### src/rtl/cmp_defines.svh
// Offsets, field positions, reset values and counts of the dual comparator event logic
`ifndef CMP_DEFINES_SVH
`define CMP_DEFINES_SVH

// ****************************************
// Register indices (byte address = index * 4)
// ****************************************
`define CMP_A_CS_IDX 10'h097
`define CMP_B_CS_IDX 10'h098
`define CMP_REF_IDX 10'h099
`define CMP_MISC_IDX 10'h09a

// ****************************************
// Control and status fields
// ****************************************
`define CS_POS_LSB 6
`define CS_CONNECT_BIT 5
`define CS_FLAG_BIT 4
`define CS_ENABLE_BIT 3
`define CS_COND_LSB 0
`define CS_RESET 8'h00

// ****************************************
// Reference control fields (two bits each)
// ****************************************
`define REF_A_SRC_LSB 0
`define REF_B_SRC_LSB 2
`define REF_A_SEL_LSB 4
`define REF_B_SEL_LSB 6
`define REF_RESET 8'h00

// ****************************************
// Miscellaneous register bits
// ****************************************
`define MISC_IRQ_EN_BIT 0
`define MISC_RESULT_LSB 1
`define MISC_FLAG_LSB 3
`define MISC_RESET 1'h0

// ****************************************
// Condition codes and sampling sources
// ****************************************
`define COND_LOW 3'h0
`define COND_HIGH 3'h1
`define COND_TOGGLE 3'h2
`define COND_FALL 3'h4
`define COND_RISE 3'h5
`define SRC_SYSCLK 2'h0
`define SRC_T0 2'h1
`define SRC_T1 2'h2
`define SRC_T2 2'h3

// ****************************************
// Filter counts
// ****************************************
`define PERSIST_SAMPLES 4
`define DEB_OVERFLOWS 2

`endif

### src/rtl/cmp_pkg.sv
// Types shared by the dual comparator event logic
package cmp_pkg;
  typedef logic [2:0] cond_t;
  typedef logic [1:0] sel_t;
  typedef enum logic {DEB_IDLE, DEB_WAIT} deb_state_e;
endpackage : cmp_pkg

### src/rtl/cmp_event_unit.sv
// Per-comparator synchroniser, sampling, edge filter, debouncer and condition match
`timescale 1ns/1ps
`include "cmp_defines.svh"
module cmp_event_unit import cmp_pkg::*; #(
  parameter int PERSIST_SAMPLES = `PERSIST_SAMPLES,
  parameter int DEB_OVERFLOWS = `DEB_OVERFLOWS
) (
  // Clock and reset
  input wire logic core_clk,
  input wire logic rst_n,
  // Comparator output and timer overflow strobes
  input wire logic cmp_raw,
  input wire logic t0_ovf,
  input wire logic t1_ovf,
  input wire logic t2_ovf,
  // Configuration
  input wire logic active,
  input wire cond_t cond,
  input wire sel_t sample_src,
  // Results
  output logic result,
  output logic set_pulse
);
  localparam int PW = $clog2(PERSIST_SAMPLES + 1);
  localparam int DW = $clog2(DEB_OVERFLOWS + 1);
  localparam logic [PW-1:0] PERSIST_LAST = PW'(PERSIST_SAMPLES - 1);
  localparam logic [DW-1:0] DEB_LAST = DW'(DEB_OVERFLOWS - 1);

  logic sync1_ff, sync2_ff, acc_ff, exp_ff;
  logic [PW-1:0] persist_ff, nxt_persist;
  logic [DW-1:0] ovf_cnt_ff, nxt_ovf_cnt;
  deb_state_e state_ff, nxt_state;
  logic nxt_exp, deb_set;

  function automatic logic cond_match(input cond_t c, input logic rise, input logic fall,
                                      input logic lvl_hit, input logic val);
    case (c)
      `COND_LOW: cond_match = lvl_hit & ~val;
      `COND_HIGH: cond_match = lvl_hit & val;
      `COND_TOGGLE: cond_match = rise | fall;
      `COND_FALL: cond_match = fall;
      `COND_RISE: cond_match = rise;
      default: cond_match = 1'b0;
    endcase
  endfunction : cond_match

  // ****************************************
  // Sampling
  // ****************************************
  // Result is high when the positive input is above the negative one, once through the two-flop synchroniser and the sample register
  always_ff @(posedge core_clk or negedge rst_n) begin
    if (!rst_n) begin
      sync1_ff <= 1'b0;
      sync2_ff <= 1'b0;
    end else begin
      sync1_ff <= cmp_raw;
      sync2_ff <= sync1_ff;
    end
  end

  wire timer_mode = sample_src != `SRC_SYSCLK;
  wire strobe = (sample_src == `SRC_SYSCLK) ? 1'b1 :
                (sample_src == `SRC_T0) ? t0_ovf :
                (sample_src == `SRC_T1) ? t1_ovf : t2_ovf;
  wire sampling = active & strobe;
  wire differs = sync2_ff != acc_ff;
  wire accept = sampling & differs & (~timer_mode | (persist_ff == PERSIST_LAST));
  wire nxt_acc = accept ? sync2_ff : acc_ff;
  wire rise = accept & sync2_ff;
  wire fall = accept & ~sync2_ff;
  wire is_edge_cond = (cond == `COND_TOGGLE) | (cond == `COND_FALL) | (cond == `COND_RISE);
  wire deb_mode = ~timer_mode & is_edge_cond;
  wire hit = cond_match(cond, rise, fall, sampling, nxt_acc);

  always_comb begin
    nxt_persist = '0;
    if (active && timer_mode) begin
      nxt_persist = persist_ff;
      if (strobe) begin
        nxt_persist = (differs && !accept) ? persist_ff + PW'(1) : '0;
      end
    end
  end

  // ****************************************
  // Debouncer
  // ****************************************
  always_comb begin
    nxt_state = state_ff;
    nxt_exp = exp_ff;
    nxt_ovf_cnt = ovf_cnt_ff;
    deb_set = 1'b0;
    case (state_ff)
      DEB_IDLE: begin
        if (active && deb_mode && hit) begin
          nxt_state = DEB_WAIT;
          nxt_exp = sync2_ff;
          nxt_ovf_cnt = '0;
        end
      end
      DEB_WAIT: begin
        if (!active || !deb_mode) begin
          nxt_state = DEB_IDLE;
        end else if (t1_ovf) begin
          if (ovf_cnt_ff == DEB_LAST) begin
            nxt_state = DEB_IDLE;
            deb_set = sync2_ff == exp_ff;
          end else begin
            nxt_ovf_cnt = ovf_cnt_ff + DW'(1);
          end
        end
      end
      default: nxt_state = DEB_IDLE;
    endcase
  end

  always_ff @(posedge core_clk or negedge rst_n) begin
    if (!rst_n) begin
      acc_ff <= 1'b0;
      persist_ff <= '0;
      state_ff <= DEB_IDLE;
      exp_ff <= 1'b0;
      ovf_cnt_ff <= '0;
    end else begin
      acc_ff <= nxt_acc;
      persist_ff <= nxt_persist;
      state_ff <= nxt_state;
      exp_ff <= nxt_exp;
      ovf_cnt_ff <= nxt_ovf_cnt;
    end
  end

  assign result = acc_ff;
  assign set_pulse = active & ((hit & ~deb_mode) | deb_set);

  // ****************************************
  // Checks
  // ****************************************
  inactive_no_set_a: assert property (@(posedge core_clk) disable iff (!rst_n)
    !active |-> !set_pulse) else $error("flag set by inactive comparator");
  unused_code_a: assert property (@(posedge core_clk) disable iff (!rst_n)
    !(cond inside {`COND_LOW, `COND_HIGH, `COND_TOGGLE, `COND_FALL, `COND_RISE}) |-> !set_pulse)
    else $error("reserved condition set the flag");
  persist_four_a: assert property (@(posedge core_clk) disable iff (!rst_n)
    (timer_mode && accept) |-> (persist_ff == 3)) else $error("edge accepted before four samples");
  deb_two_ovf_a: assert property (@(posedge core_clk) disable iff (!rst_n)
    (state_ff == DEB_IDLE && active && deb_mode && hit && !t1_ovf) ##1
    (active && deb_mode && !t1_ovf) [*2] |-> (state_ff == DEB_WAIT) && !set_pulse)
    else $error("debounce wait ended without two overflows");
  sync_path_a: assert property (@(posedge core_clk) disable iff (!rst_n)
    (!timer_mode && active) |=> (acc_ff == $past(sync2_ff))) else $error("sample not taken from synchroniser");
endmodule : cmp_event_unit

### src/rtl/dual_comparator_event_logic.sv
// Register file, flags, analog control outputs and common request of the two comparators
//
// Decided for this implementation: the register offsets and the APB register port.
`timescale 1ns/1ps
`include "cmp_defines.svh"
// Contract
// - Result is one when positive exceeds negative
// - Control bit 3 enables each comparator
// - Control bit 5 connects inputs; set before use
// - Condition field selects level, edge or toggle
// - Flags stay set until software clears
// - Both flags share one interrupt request
// - Sample source: system clock or timer overflow
// - Comparators keep working in Idle
// - Power-down forces both comparators off
// - Positive select routes one of four channels
// - Reference select picks negative reference level
// - Source 00 edge modes debounce on Timer 1
// - Wait two Timer 1 overflows, then resample
// - Timer sampling needs four steady samples
// - Connect bit routes or isolates analog pins
module dual_comparator_event_logic import cmp_pkg::*; #(
  parameter int PERSIST_SAMPLES = `PERSIST_SAMPLES,
  parameter int DEB_OVERFLOWS = `DEB_OVERFLOWS
) (
  // Clock and reset
  input wire logic core_clk,
  input wire logic rst_n,
  // APB slave
  input wire logic psel,
  input wire logic penable,
  input wire logic pwrite,
  input wire logic [11:0] paddr,
  input wire logic [31:0] pwdata,
  output logic pready,
  output logic [31:0] prdata,
  output logic pslverr,
  // Comparator outputs from the analog cells
  input wire logic cmp_a_raw,
  input wire logic cmp_b_raw,
  // Timer overflow strobes
  input wire logic t0_ovf,
  input wire logic t1_ovf,
  input wire logic t2_ovf,
  // Power state
  input wire logic pd_mode,
  // Analog control
  output logic cmp_a_active,
  output logic cmp_b_active,
  output logic cmp_a_connect,
  output logic cmp_b_connect,
  output logic [1:0] cmp_a_pos_sel,
  output logic [1:0] cmp_b_pos_sel,
  output logic [1:0] cmp_a_ref_sel,
  output logic [1:0] cmp_b_ref_sel,
  // Common request
  output logic cmp_irq
);

  // ****************************************
  // Helpers
  // ****************************************
  function automatic sel_t ref_field(input logic [7:0] r, input int lsb);
    ref_field = r[lsb +: 2];
  endfunction : ref_field

  function automatic logic idx_hit(input logic [11:0] a, input logic [9:0] idx);
    idx_hit = a[11:2] == idx;
  endfunction : idx_hit

  // ****************************************
  // APB decode
  // ****************************************
  logic [7:0] cs_ff [2];
  logic [7:0] ref_ff;
  logic cmp_irq_enable_ff;
  logic [1:0] cmp_event_flag_ff, nxt_flag;
  logic [1:0] active_ff;
  logic [31:0] prdata_ff;
  logic [1:0] result;
  logic [1:0] set_pulse;
  logic [1:0] raw;

  wire setup = psel & ~penable;
  wire access = psel & penable;
  wire wr = access & pwrite;
  wire hit_a = idx_hit(paddr, `CMP_A_CS_IDX);
  wire hit_b = idx_hit(paddr, `CMP_B_CS_IDX);
  wire hit_ref = idx_hit(paddr, `CMP_REF_IDX);
  wire hit_misc = idx_hit(paddr, `CMP_MISC_IDX);
  wire mapped = hit_a | hit_b | hit_ref | hit_misc;
  wire [1:0] hit_cs = {hit_b, hit_a};

  // Zero wait states: every access completes in its first access cycle
  assign pready = 1'b1;
  assign pslverr = access & ~mapped;

  wire [7:0] flag_mask = 8'h01 << `CS_FLAG_BIT;
  wire [7:0] cs_a_rd = cs_ff[0] | (cmp_event_flag_ff[0] ? flag_mask : 8'h00);
  wire [7:0] cs_b_rd = cs_ff[1] | (cmp_event_flag_ff[1] ? flag_mask : 8'h00);
  wire [4:0] misc_rd = {cmp_event_flag_ff, result, cmp_irq_enable_ff};
  wire [31:0] rd_mux = hit_a ? {24'h0, cs_a_rd} :
                       hit_b ? {24'h0, cs_b_rd} :
                       hit_ref ? {24'h0, ref_ff} :
                       hit_misc ? {27'h0, misc_rd} : 32'h0;

  // Read data is captured in the setup cycle so it comes from a flip-flop in the access cycle
  always_ff @(posedge core_clk or negedge rst_n) begin
    if (!rst_n) begin
      prdata_ff <= 32'h0;
    end else if (setup && !pwrite) begin
      prdata_ff <= rd_mux;
    end
  end
  assign prdata = prdata_ff;

  // ****************************************
  // Configuration registers
  // ****************************************
  always_ff @(posedge core_clk or negedge rst_n) begin
    if (!rst_n) begin
      ref_ff <= `REF_RESET;
      cmp_irq_enable_ff <= `MISC_RESET;
    end else if (wr) begin
      if (hit_ref) begin
        ref_ff <= pwdata[7:0];
      end
      if (hit_misc) begin
        cmp_irq_enable_ff <= pwdata[`MISC_IRQ_EN_BIT];
      end
    end
  end

  // ****************************************
  // Per-comparator slices
  // ****************************************
  assign raw = {cmp_b_raw, cmp_a_raw};

  genvar i;
  generate
    for (i = 0; i < 2; i++) begin : g_cmp
      localparam int SRC_LSB = (i == 0) ? `REF_A_SRC_LSB : `REF_B_SRC_LSB;
      wire wr_cs = wr & hit_cs[i];
      // Writing zero clears the flag; writing one leaves it, so read-modify-write is safe
      wire clr = wr_cs & ~pwdata[`CS_FLAG_BIT];
      wire en = cs_ff[i][`CS_ENABLE_BIT];
      wire conn = cs_ff[i][`CS_CONNECT_BIT];

      always_ff @(posedge core_clk or negedge rst_n) begin
        if (!rst_n) begin
          cs_ff[i] <= `CS_RESET;
        end else if (wr_cs) begin
          cs_ff[i] <= pwdata[7:0] & ~flag_mask;
        end
      end

      // A set in the same cycle as a clear wins, so no event is lost
      assign nxt_flag[i] = set_pulse[i] | (cmp_event_flag_ff[i] & ~clr);

      // Power-down overrides the enable bit; Idle does not gate anything
      always_ff @(posedge core_clk or negedge rst_n) begin
        if (!rst_n) begin
          active_ff[i] <= 1'b0;
          cmp_event_flag_ff[i] <= 1'b0;
        end else begin
          active_ff[i] <= en & ~pd_mode;
          cmp_event_flag_ff[i] <= nxt_flag[i];
        end
      end

      cmp_event_unit #(
        .PERSIST_SAMPLES(PERSIST_SAMPLES),
        .DEB_OVERFLOWS(DEB_OVERFLOWS)
      ) u_unit (
        .core_clk(core_clk),
        .rst_n(rst_n),
        .cmp_raw(raw[i]),
        .t0_ovf(t0_ovf),
        .t1_ovf(t1_ovf),
        .t2_ovf(t2_ovf),
        .active(active_ff[i] & conn),
        .cond(cs_ff[i][`CS_COND_LSB +: 3]),
        .sample_src(ref_field(ref_ff, SRC_LSB)),
        .result(result[i]),
        .set_pulse(set_pulse[i])
      );
    end
  endgenerate

  // ****************************************
  // Analog control outputs
  // ****************************************
  assign cmp_a_active = active_ff[0];
  assign cmp_b_active = active_ff[1];
  assign cmp_a_connect = cs_ff[0][`CS_CONNECT_BIT];
  assign cmp_b_connect = cs_ff[1][`CS_CONNECT_BIT];
  assign cmp_a_pos_sel = cs_ff[0][`CS_POS_LSB +: 2];
  assign cmp_b_pos_sel = cs_ff[1][`CS_POS_LSB +: 2];
  assign cmp_a_ref_sel = ref_field(ref_ff, `REF_A_SEL_LSB);
  assign cmp_b_ref_sel = ref_field(ref_ff, `REF_B_SEL_LSB);

  // ****************************************
  // Common request
  // ****************************************
  // Software must keep this off during settling and input changes; nothing here hides it
  assign cmp_irq = cmp_irq_enable_ff & (|cmp_event_flag_ff);

  // ****************************************
  // Checks
  // ****************************************
  irq_after_set_a: assert property (@(posedge core_clk) disable iff (!rst_n)
    (|set_pulse && cmp_irq_enable_ff && !(wr && hit_misc)) |=> cmp_irq)
    else $error("event did not raise the common request");
  flag_sticky_a: assert property (@(posedge core_clk) disable iff (!rst_n)
    (cmp_event_flag_ff[0] && !(wr && hit_a)) |=> cmp_event_flag_ff[0])
    else $error("flag A dropped without software clear");
  set_beats_clear_a: assert property (@(posedge core_clk) disable iff (!rst_n)
    (set_pulse[1] && wr && hit_b && !pwdata[`CS_FLAG_BIT]) |=> cmp_event_flag_ff[1])
    else $error("simultaneous clear lost event B");
  powerdown_off_a: assert property (@(posedge core_clk) disable iff (!rst_n)
    pd_mode |=> !cmp_a_active && !cmp_b_active && !set_pulse[0] && !set_pulse[1])
    else $error("comparator active in power-down");
  enable_on_a: assert property (@(posedge core_clk) disable iff (!rst_n)
    (wr && hit_a && pwdata[`CS_ENABLE_BIT] && !pd_mode) ##1 !pd_mode |=> cmp_a_active)
    else $error("enable bit did not activate comparator A");
  connect_write_a: assert property (@(posedge core_clk) disable iff (!rst_n)
    (wr && hit_b) |=> cmp_b_connect == $past(pwdata[`CS_CONNECT_BIT]))
    else $error("connect output does not follow write");
  possel_write_a: assert property (@(posedge core_clk) disable iff (!rst_n)
    (wr && hit_a) |=> cmp_a_pos_sel == $past(pwdata[7:6]))
    else $error("positive select does not follow write");
  refsel_write_a: assert property (@(posedge core_clk) disable iff (!rst_n)
    (wr && hit_ref) |=> (cmp_a_ref_sel == $past(pwdata[5:4])) && (cmp_b_ref_sel == $past(pwdata[7:6])))
    else $error("reference select does not follow write");
  unmapped_err_a: assert property (@(posedge core_clk) disable iff (!rst_n)
    (access && !mapped) |-> pslverr && pready) else $error("unmapped access not flagged");
endmodule : dual_comparator_event_logic

### config.mk
export PLATFORM = sky130hd
export DESIGN_NAME = dual_comparator_event_logic
export DESIGN_NICKNAME = d
export VERILOG_FILES = /design/src/rtl/cmp_pkg.sv /design/src/rtl/cmp_event_unit.sv /design/src/rtl/dual_comparator_event_logic.sv
export VERILOG_INCLUDE_DIRS = /design/src /design/src/rtl
export SDC_FILE = /design/constraint.sdc
export NUM_CORES = 1
export LEC_CHECK = 0
export CORE_MARGIN = 2
export CORE_UTILIZATION = 50
export CTS_BUF_LIST = sky130_fd_sc_hd__clkbuf_16
export DETAILED_ROUTE_END_ITERATION = 16
export DONT_BUFFER_PORTS = 1
export GPL_TIMING_DRIVEN = 0
export PLACE_DENSITY = 0.62
export SLEW_MARGIN = 20
export SYNTH_ARGS = -nofsm -noshare
export SYNTH_HDL_FRONTEND = slang
export SYNTH_SLANG_ARGS = --single-unit
### constraint.sdc
create_clock -name core_clk -period 3.7 [get_ports core_clk]
set_input_delay 0.555 -clock core_clk [delete_from_list [all_inputs] [get_ports core_clk]]
set_output_delay 0.555 -clock core_clk [all_outputs]
set_load 0.02 [all_outputs]
==> impl_results.md <==
* Compound-gate portion of the synthesized area at 0.147
* Unique masters post-synth at 63
* Fin nets at 427
* Number of hold violations in the final report at 0
* Largest net degree at the start of global routing at 56
* Worst-Margin Slew at 0.747 ns
* Final min period at 2.33 ns
* Sum Neg Setup Slack at 0 ns
* CTS tree: yes
* Max Cap Viol at 0
* Starting DRT DRC Count at 78
* Hpwl dp at 5040 microns
* Worst hold slack at 0.115 ns
* Dominant cells by area after synthesis: dfrtp_1, mux2_2, buf_4
* Switching Share at 0.226
* Share of the synthesized area in the top cell type at 0.416
* CP required at 3.14 ns
* Logic pwr share at 0.074
* Largest family of logic cells by synthesized area: simple AND/OR/NAND/NOR gates
* PostCTS Resize Cnt at 0
* Final setup vio count at 0
* Vias in the first global route at 2382
* CTS Buffer Depth at 2
* Tot GR Track Use at 0.204
* Clock Pin Slew Worst Setup and Hold Paths at 0.07 ns
* Layout cells sized above 1 at 0.223
* Drt total wl at 7000 microns
* Final Skew at 0.00569 ns
* Synth Flop Type: dfrtp_1
* Skew-Pair Late Insertion Delay at 0.29 ns
* DP Cell Count at 435
* Post-synthesis register bit count at 55
* Die Area at 7290 sq um
* Register area share after synthesis at 0.416
* Warnings from Yosys at 0
* Die Wd at 85.4 microns
* Hold_buf cts at 1
* Placer's final routability congestion estimate at 0.822
* I/O pins at 102
* Maximum vdd drop at 0.000272 V
* Commonest non-fill, non-tap cells in the layout: dfrtp_1, nor2_1, buf_4
* Initial core utilization at 0.518
* Slew Viols, Final at 0
* CTS root buffer: clkbuf_16
* Synth area leader: dfrtp_1
* CP Launch Type: input port
* Post-synthesis mux area share at 0.122
* Mapped Cells at 335
* Part of the power in registers at 0.473
* CTS buffer count at 5
* Pwr dens at 361 nW/um^2
* Multi-input logic area at 1690 sq um
* Critical path class: input port to output port
* Max H-tree Level at 2
* Worst EP arrival at 1.77 ns
* Most common cell after layout, fill and taps aside: dfrtp_1
* EDFF count, synth at 0
* Vias/cell at 5.46
* Core ar. at 6390 sq um
* Min-Delay Path Class: input port to async pin
* Post-CTS setup buffers at 0
* Max FO, Critical Path at 8
* Layout filler cell count at 568
* Status: completed
* Synth-to-Final Area Change at 12.2%
* Simple-gate portion of the synthesized area at 0.177
* Die H at 85.4 microns
* Post-Syn Area at 3310 sq um
* Syn_area_per_cell at 9.88 sq um
* Row cnt at 29
* Initial antenna violation count at 1
* Post-synthesis xor/xnor area fraction at 0.0132
* Crit. End Element: output port
* Tot Pwr at 0.00134 W
* DR WL/cell at 15.7 microns
* Number of port buffers at 0
* Global-route wire length before repair at 11800 microns
* Max transition margin at 0.500
* FFs w/ async S/R, synth at 1.00
* Post-route insts no fill at 445
* Period Utilization, post-route at 0.629
* F_max at 0.430 GHz
* GRT overflow at 0
* Lkg Pwr at 1.69 nW
* RSZ-0062 raised after global routing: false
* Clock power frac at 0.453
* Register area at 1380 sq um
* CTS Sinks at 55
* P_sw at 0.000303 W
* Drt first pass iters at 4
* Post-synthesis adder-cell area fraction at 0.0227
* ANT nets after route at 0
* # DRC at 0
* Vias at 2429
* P_int at 0.00104 W
## synthesized netlist by cell type (2+ instances only)
cell / n
dfrtp_1: 55
buf_4: 29
nor2_1: 29
mux2_2: 24
nand2_1: 20
a21oi_1: 18
inv_1: 16
o21ai_0: 12
nor3_1: 10
nand2b_1: 9
mux2i_1: 8
ha_1: 6
nand3_1: 6
a211oi_1: 5
a31oi_1: 5
clkbuf_1: 5
and2_1: 4
nor2b_1: 4
buf_2: 3
nand4_1: 3
o31a_1: 3
or3_1: 3
xnor2_1: 3
a21boi_0: 2
a21o_1: 2
and3_1: 2
and4b_1: 2
buf_6: 2
conb_1: 2
mux2_1: 2
mux2_4: 2
nand3b_1: 2
nor3b_1: 2
o2111ai_1: 2
o21a_1: 2
o32ai_1: 2
or2_2: 2
xor2_1: 2
## cells by family (layout without fill, tap and decap cells)
kind of cell,Yosys count,count (layout)
flip-flops,55,55
multiplexers,36,36
other,2,26
XOR/XNOR,5,5
AO/OA/AOI/OAI,68,68
adder cells (fa/ha/maj),6,6
buffers and inverters,55,64
AND/OR/NAND/NOR,108,108
## power by group through the flow
stage | clock (W) | combinational (W) | sequential, W
4_1_cts | 0.000617 | 0.0000992 | 0.000635
2_1_floorplan | 0 | 0.0000769 | 0.000643
3_3_place_gp | 0 | 0.0000825 | 0.000647
6_report | 0.000608 | 0.0000993 | 0.000635
3_5_place_dp | 0 | 0.0000837 | 0.000646
5_1_grt | 0.000640 | 0.000109 | 0.000636
## routing by layer
layer	track usage	wire length, microns	vias up
li1	-	-	1202
met1	0.275	3120	1165
met3	0.0477	381	10
met5	0	0	-
met4	0.0736	99	0
met2	0.322	3400	52
## area by class of cell
cell class / count / share of cell area
Multi-Input combinational cell: 248 / 0.454
Sequential cell: 55 / 0.370
Buffer: 39 / 0.0737
Clock buffer: 5 / 0.0337
Tap cell: 77 / 0.0259
Clock inverter: 3 / 0.0182
Inverter: 16 / 0.0162
Timing Repair Buffer: 1 / 0.00741
Antenna cell: 1 / 0.000673
## path summary, 6_finish.rpt
check / start / to / slack, ns / cells past startpoint
setup reg to reg: g_cmp[1].u_unit.persist_ff[0] / g_cmp[1].u_unit.ovf_cnt_ff[1] / 1.41 / 8
max in group asynchronous: rst_n / ref_ff[2] / 3.34 / 1
hold / removal: rst_n / prdata[0] / 0.11 / 1
setup / recovery: paddr[8] / pslverr / 1.37 / 4
min in group core_clk: cmp_a_raw / g_cmp[0].u_unit.sync1_ff / 0.28 / 0
hold reg to reg: g_cmp[0].u_unit.sync1_ff / g_cmp[0].u_unit.sync2_ff / 0.35 / 0
## flip-flops by register name, summed over array words and instances (netlist names), 2 cells and up
| name | flops |
|---|---|
| g_cmp.u_unit.state_ff | 2 |
| ref_ff | 8 |
| g_cmp.u_unit.persist_ff | 6 |
| cs_ff | 8 |
| g_cmp.u_unit.sync1_ff | 2 |
| g_cmp.u_unit.exp_ff | 2 |
| cmp_event_flag_ff | 2 |
| cmp_a_pos_sel | 2 |
| cmp_b_pos_sel | 2 |
| g_cmp.u_unit.sync2_ff | 2 |
| g_cmp.u_unit.result | 2 |
| g_cmp.u_unit.ovf_cnt_ff | 4 |
| prdata | 8 |
## stage by stage
stage                     setup WS (ns)   util  instance area (sq um)
after global placement             1.39  0.547                   3490
after global routing               1.27  0.582                   3720
after detailed placement           1.37  0.547                   3490
after floorplan                    1.52      -                   3400
after CTS                          1.37  0.582                   3710
final                              1.37  0.582                   3720
## worst max-delay path, stage by stage
cell	delay, ns
and4bb_2	0.25
and3_1	0.17
clkbuf_1	0.22
nor3_1	0.58
(Power assumes the default switching activity.)
